## src/rtl/bss_params.svh

```systemverilog
// constants for the boot source select block
`ifndef BSS_PARAMS_SVH
`define BSS_PARAMS_SVH
`define BSS_CLK_HZ 10000000
`define BSS_TRIG_MIN_NS 20000
`define BSS_HOLD_MIN_MS 140
`define BSS_HOLD_MAX_MS 280
`define BSS_TRIG_CYCLES ((`BSS_TRIG_MIN_NS * (`BSS_CLK_HZ / 1000000) + 999) / 1000)
`define BSS_HOLD_CYCLES (`BSS_HOLD_MIN_MS * (`BSS_CLK_HZ / 1000))
`define BSS_SRC_RESET 2'h0
`endif

```

## src/rtl/bss_pkg.sv

```systemverilog
// types for the boot source select block
package bss_pkg;
  typedef enum logic [1:0] {
    BSS_SRC_EMMC,
    BSS_SRC_USB_DL,
    BSS_SRC_FUSE
  } bss_src_e;
endpackage

```

## src/rtl/bss_top.sv

```systemverilog
// boot source select with reset stretcher
`timescale 1ns/1ps
`include "bss_params.svh"

module bss_top
  import bss_pkg::*;
#(
  parameter int unsigned TRIG_CYCLES = `BSS_TRIG_CYCLES,
  parameter int unsigned HOLD_CYCLES = `BSS_HOLD_CYCLES
) (
  input wire logic core_clk,
  input wire logic rst_n,
  input wire logic reset_req_n,
  input wire logic boot_select_strap,
  input wire logic fuse_boot_override,
  input wire logic fuses_programmed,
  output logic int_reset_n,
  output logic boot_start,
  output logic [1:0] boot_source
);
  // counter widths follow the parameters, so tests may shrink them
  localparam int TW = $clog2(TRIG_CYCLES + 1);
  localparam int HW = $clog2(HOLD_CYCLES + 1);

  // ----------------------------------------
  // reset release and pin synchronisers
  // ----------------------------------------
  // assert is async, release is clocked so no flop leaves reset early
  logic rs1_q;
  logic rs2_q;
  logic rst_sync_n;
  always_ff @(posedge core_clk or negedge rst_n) begin
    if (!rst_n) begin
      rs1_q <= 1'b0;
      rs2_q <= 1'b0;
    end else begin
      rs1_q <= 1'b1;
      rs2_q <= rs1_q;
    end
  end
  assign rst_sync_n = rs2_q;

  logic req_n_s;
  logic strap_s;
  logic fovr_s;
  logic fprog_s;
  // strap resets high: floating pin pulls to eMMC
  bss_sync #(.RESET_VAL(1'b1)) u_req (.core_clk(core_clk), .rst_n(rst_sync_n),
    .pin_in(reset_req_n), .pin_out(req_n_s));
  bss_sync #(.RESET_VAL(1'b1)) u_strap (.core_clk(core_clk), .rst_n(rst_sync_n),
    .pin_in(boot_select_strap), .pin_out(strap_s));
  bss_sync #(.RESET_VAL(1'b0)) u_fovr (.core_clk(core_clk), .rst_n(rst_sync_n),
    .pin_in(fuse_boot_override), .pin_out(fovr_s));
  bss_sync #(.RESET_VAL(1'b0)) u_fprog (.core_clk(core_clk), .rst_n(rst_sync_n),
    .pin_in(fuses_programmed), .pin_out(fprog_s));

  // ----------------------------------------
  // source decode
  // ----------------------------------------
  // fuse choice is refused until the fuses are programmed
  function automatic logic [1:0] pick_src(input logic strap, input logic ovr, input logic prog);
    if (ovr && prog) begin
      pick_src = BSS_SRC_FUSE;
    end else if (!strap) begin
      pick_src = BSS_SRC_USB_DL;
    end else begin
      pick_src = BSS_SRC_EMMC;
    end
  endfunction

  // ----------------------------------------
  // trigger filter and hold timer
  // ----------------------------------------
  typedef enum logic [1:0] {ST_HOLD, ST_RUN} bss_st_e;
  bss_st_e st_q;
  bss_st_e st_d;
  // low_q saturates at the trigger length
  logic [TW-1:0] low_q;
  logic [TW-1:0] low_d;
  logic [HW-1:0] hold_q;
  logic [HW-1:0] hold_d;
  logic irst_n_q;
  logic irst_n_d;
  logic start_q;
  logic start_d;
  logic [1:0] src_q;
  logic [1:0] src_d;

  always_comb begin
    st_d = st_q;
    hold_d = hold_q;
    irst_n_d = irst_n_q;
    start_d = 1'b0;
    src_d = src_q;
    // shorter glitches are ignored so noise cannot restart boot
    if (req_n_s) begin
      low_d = '0;
    end else if (low_q != TW'(TRIG_CYCLES)) begin
      low_d = low_q + TW'(1);
    end else begin
      low_d = low_q;
    end
    case (st_q)
      ST_HOLD: begin
        irst_n_d = 1'b0;
        // short end of the range; a slower clock only lengthens it
        if (hold_q == HW'(HOLD_CYCLES - 1)) begin
          st_d = ST_RUN;
          irst_n_d = 1'b1;
          start_d = 1'b1;
          src_d = pick_src(strap_s, fovr_s, fprog_s);
        end else begin
          hold_d = hold_q + HW'(1);
        end
      end
      // a retrigger is taken at any time once running
      ST_RUN: begin
        if (low_d == TW'(TRIG_CYCLES)) begin
          st_d = ST_HOLD;
          hold_d = '0;
          irst_n_d = 1'b0;
        end
      end
      default: begin
        st_d = ST_HOLD;
        hold_d = '0;
      end
    endcase
    // held request keeps the stretch going until released
    if (st_q == ST_HOLD && low_q == TW'(TRIG_CYCLES) && !req_n_s) begin
      st_d = ST_HOLD;
      hold_d = '0;
      irst_n_d = 1'b0;
      start_d = 1'b0;
      src_d = src_q;
    end
  end

  always_ff @(posedge core_clk or negedge rst_sync_n) begin
    if (!rst_sync_n) begin
      st_q <= ST_HOLD;
      low_q <= '0;
      hold_q <= '0;
      irst_n_q <= 1'b0;
      start_q <= 1'b0;
      src_q <= `BSS_SRC_RESET;
    end else begin
      st_q <= st_d;
      low_q <= low_d;
      hold_q <= hold_d;
      irst_n_q <= irst_n_d;
      start_q <= start_d;
      src_q <= src_d;
    end
  end

  // outputs come straight from flops, so the pins never glitch
  assign int_reset_n = irst_n_q;
  assign boot_start = start_q;
  assign boot_source = src_q;
endmodule // bss_top

```

## src/rtl/bss_sync.sv

```systemverilog
// two-flop synchroniser for a pin level
`timescale 1ns/1ps
module bss_sync #(
  parameter logic RESET_VAL = 1'b0
) (
  input wire logic core_clk,
  input wire logic rst_n,
  input wire logic pin_in,
  output logic pin_out
);
  logic meta_q;
  logic meta_d;
  logic out_q;
  logic out_d;

  always_comb begin
    meta_d = pin_in;
    out_d = meta_q;
  end

  always_ff @(posedge core_clk or negedge rst_n) begin
    if (!rst_n) begin
      meta_q <= RESET_VAL;
      out_q <= RESET_VAL;
    end else begin
      meta_q <= meta_d;
      out_q <= out_d;
    end
  end

  assign pin_out = out_q;
endmodule // bss_sync

```

## config.mk

```make
export PLATFORM = sky130hd
export DESIGN_NAME = bss_top
export DESIGN_NICKNAME = d
export VERILOG_FILES = /design/src/rtl/bss_pkg.sv /design/src/rtl/bss_top.sv /design/src/rtl/bss_sync.sv
export VERILOG_INCLUDE_DIRS = /design/src /design/src/rtl
export SDC_FILE = /design/constraint.sdc
export NUM_CORES = 1
export LEC_CHECK = 0
export ABC_AREA = 1
export BUFFER_PORTS_ARGS = -buffer_cell sky130_fd_sc_hd__buf_4
export CAP_MARGIN = 20
export CORE_AREA = 10 10 77 79
export CTS_BUF_LIST = sky130_fd_sc_hd__clkbuf_4
export DETAILED_ROUTE_END_ITERATION = 6
export DIE_AREA = 0 0 87 89
export GPL_ROUTABILITY_DRIVEN = 0
export PLACE_DENSITY = 0.76
export SLEW_MARGIN = 20
export SYNTH_ARGS = -nofsm -noshare
export SYNTH_HDL_FRONTEND = slang
export SYNTH_SLANG_ARGS = --single-unit
export TNS_END_PERCENT = 1
```

## constraint.sdc

```tcl
create_clock -name core_clk -period 1.9 [get_ports core_clk]
set_input_delay 0.57 -clock core_clk [delete_from_list [all_inputs] [get_ports core_clk]]
set_output_delay 0.57 -clock core_clk [all_outputs]
set_load 0.01 [all_outputs]
```

==> results.md <==
* Global-route usage over all layers at between 10% and 20%
* Final Total Pwr at ~1.6 mW
* Antenna diodes at 0
* Hold WS at ~240 ps
* Cells along the critical path: inv_2 > ha_1 > nand2_1 > nor2_4 > nand2_2 > nand2_1 > nand3_1 > nand2_1 > nor2_2 > nand2_2 > nand3_4 > buf_6 > nand3_1 > nand2_2
* Vias in the first global route at about 2,200
* Number of max-cap violations at 0
* Skew-Pair Late Insertion Delay at ~350 ps
* Placed insts at ~400
* Crit path DAT at between 2000 and 2500 ps
* P&R area growth vs syn at 11.4%
* CP delay by family, top: simple AND/OR/NAND/NOR gates
* CTS tree: done
* Post-synth cell types at 34
* Final non-filler cell total at 407
* Die Y at roughly 89 µm
* VDD IR max at just over 0.4 mV
* I/O Pins at 10
* Post-synthesis average cell area at 7.94 µm²
* DIE AREA at around 7700 µm²
* Routed WL per cell at 12.9 µm
* Slowest Stage Delay on Critical Path at ~450 ps
* Num Clock Sinks at 44
* Clock transition at path regs at 130 ps
* CP max FO at 14
* Slew Limit Fails at 0
* Power per cell area at approximately 560 nW/µm²
* Clk root buf: clkbuf_4
* Hold WC Path Type: reg -> async
* Initial Util at a little under three fifths
* Final Hold Vio Count at 0
* H-tree levels at 2
* Mapped Cells at 325
* Clock skew at 4.04 ps
* First-pass GRT wire length at 9530 µm
* Drc violations at 0
* #FFs+latches synth at 44
* Fmax at approximately 0.54 GHz
* Final Instance Area at about 2900 µm²
* Share of cells above drive strength 1 at 26.9%
* RSZ-0062 raised after global routing: yes
* Via density at between 5 and 6
* TritonRoute pass-1 iters at 4
* WS Path Type: reg -> reg
* Nets at approximately 360
* Minimum clock period at around 1900 ps
* Initial DRC Count at 163
* Critical Path Start Type: flop
* Initial antenna violation count at 0
* Die X at around 87 µm
* Row count at 25
* CP Buf/Inv Count at 2
* Final setup viols at 0
* Status: finished clean
* PortBufs at 9
* Bufs on Longest Clock Path at 2
* Slowest CP cell: dfrtp_1
* CP required at 2160 ps
* Core area at approximately 4500 µm²
* GRT overflow at 0
* Num CTS Buffers at 5
* Crit end category: flop
* Synth Net Count at 334
* Synthesis Warnings at 0
* Final ANT Viol Nets at 0
* Largest net degree at the start of global routing at 23
* Via count at between 2,000 and 2,500
* Placed cell areas at ~2800 µm²
* WL final at ~5300 µm
* Mapped Area at 2580 µm²
* Post-synthesis sequential area ratio at between 40% and 50%
* Post-DP HPWL at around 4100 µm
* Leakage power at 1.40 nW
* Fin crit share at 97.4%
per-stage QoR:
| step | setup TNS (ps) | util [%] | setup WS, ps |
|---|---|---|---|
| floorplan | 0 | - | 185 |
| global route | -2270 | 63.4 | -129 |
| finish | 0 | 63.4 | 48.7 |
| CTS | -5.36 | 63.0 | -5.36 |
| global placement | 0 | 60.8 | 0.551 |
| detailed placement | -818 | 60.8 | -52.5 |
cell type report:
type                    instances  area (µm²)
fillers                       389        1660
multi-input cells             232        1260
flip-flops and latches         44        1110
repair buffers                 25         194
inverters                      44         165
well taps                      54        67.6
clock inverters                 3        42.5
clock buffers                   5        37.5
worst reg2reg max path: stages, from the launching register on:
cell     delay (ps)
dfrtp_1         450
inv_2            80
ha_1            140
nand2_1          80
nor2_4          150
nand2_2          80
nand2_1          70
nand3_1          80
nand2_1         100
nor2_2           40
nand2_2          60
nand3_4         100
buf_6           170
nand3_1         100
nand2_2          60
power by group:
group	switching [mW]	internal, mW	total, mW	leakage [nW]
combinational	0.0387	0.0250	0.0637	0.781
clock	0.295	0.275	0.570	0.0428
sequential	0.0126	0.956	0.968	0.574
total	0.346	1.26	1.60	1.40
cell usage in the layout, fill, tap and decap left out, drive strengths merged, types with 6 or more instances in the layout:
| cell type | instances |
|---|---|
| a21oi | 8 |
| buf | 24 |
| dfrtp | 40 |
| inv | 43 |
| nand2 | 98 |
| nand3 | 50 |
| nor2 | 31 |
| nor3 | 8 |
| o21ai | 11 |
| xor2 | 6 |
routing by layer:
layer,vias up,GRT usage (%),routed length (µm)
met2,38,27.1,2700
met1,987,16.4,2240
met3,19,3.65,173
li1,1097,-,-
met5,-,0,0
met4,0,6.77,155
synthesized netlist by cell type (all sizes together):
library cell  count  share of area [%]
xnor2             1               0.34
o21ai            11                2.1
o311ai            1               0.34
nor2             31                5.5
nand3            50                 11
ha                3                1.5
buf               5                2.2
conb              1               0.15
nor3b             1               0.29
xor2              6                2.0
nand2            98                 18
inv              43                6.3
dfstp             4                4.1
nand3b            1               0.29
nor3              8                1.9
nand4             5                1.5
a21oi             8                1.6
o21bai            2               0.58
nor4              5                1.5
clkinv            1               0.15
dfrtp            40                 39
logic make-up (layout without fill, tap and decap cells):
family	count (synthesis)	after routing	synth area share, %
other cells	1	1	0.145
flops	44	44	42.9
simple gates	199	199	39.9
compound gates	22	22	4.61
xor+xnor	7	7	2.38
buf+inv	49	77	8.63
fa+ha+maj	3	3	1.46
path summary, 6_finish.rpt:
check	end	from	cells after the start	slack (ps)
min in group core_clk	u_req.meta_q	reset_req_n	1	310
setup reg to reg	hold_q[11]	low_q[0]	14	50
max in group asynchronous	rs2_q	rst_n	2	1290
hold reg to reg	u_req.meta_q	rs2_q	0	240
hold / removal	u_req.meta_q	rs2_q	0	240
setup / recovery	hold_q[11]	low_q[0]	14	50
state kept, by name, indices dropped and copies added, names as in the netlist:
register and flops:
u_req.meta_q 1, boot_source 2, u_strap.meta_q 1, hold_q 21, rs2_q 1, u_req.pin_out 1, int_reset_n 1, st_q 1
rs1_q 1, u_fprog.meta_q 1, u_fovr.pin_out 1, u_strap.pin_out 1, low_q 8, boot_start 1, u_fprog.pin_out 1, u_fovr.meta_q 1
timing repair:
action                     4_1_cts  5_1_grt
hold buffers                     1        0
setup endpoints to repair       21       24
buffers inserted                 0        2
hold endpoints to repair         2        0
resized for setup                2        3
Power figures use the tool's default switching activity.
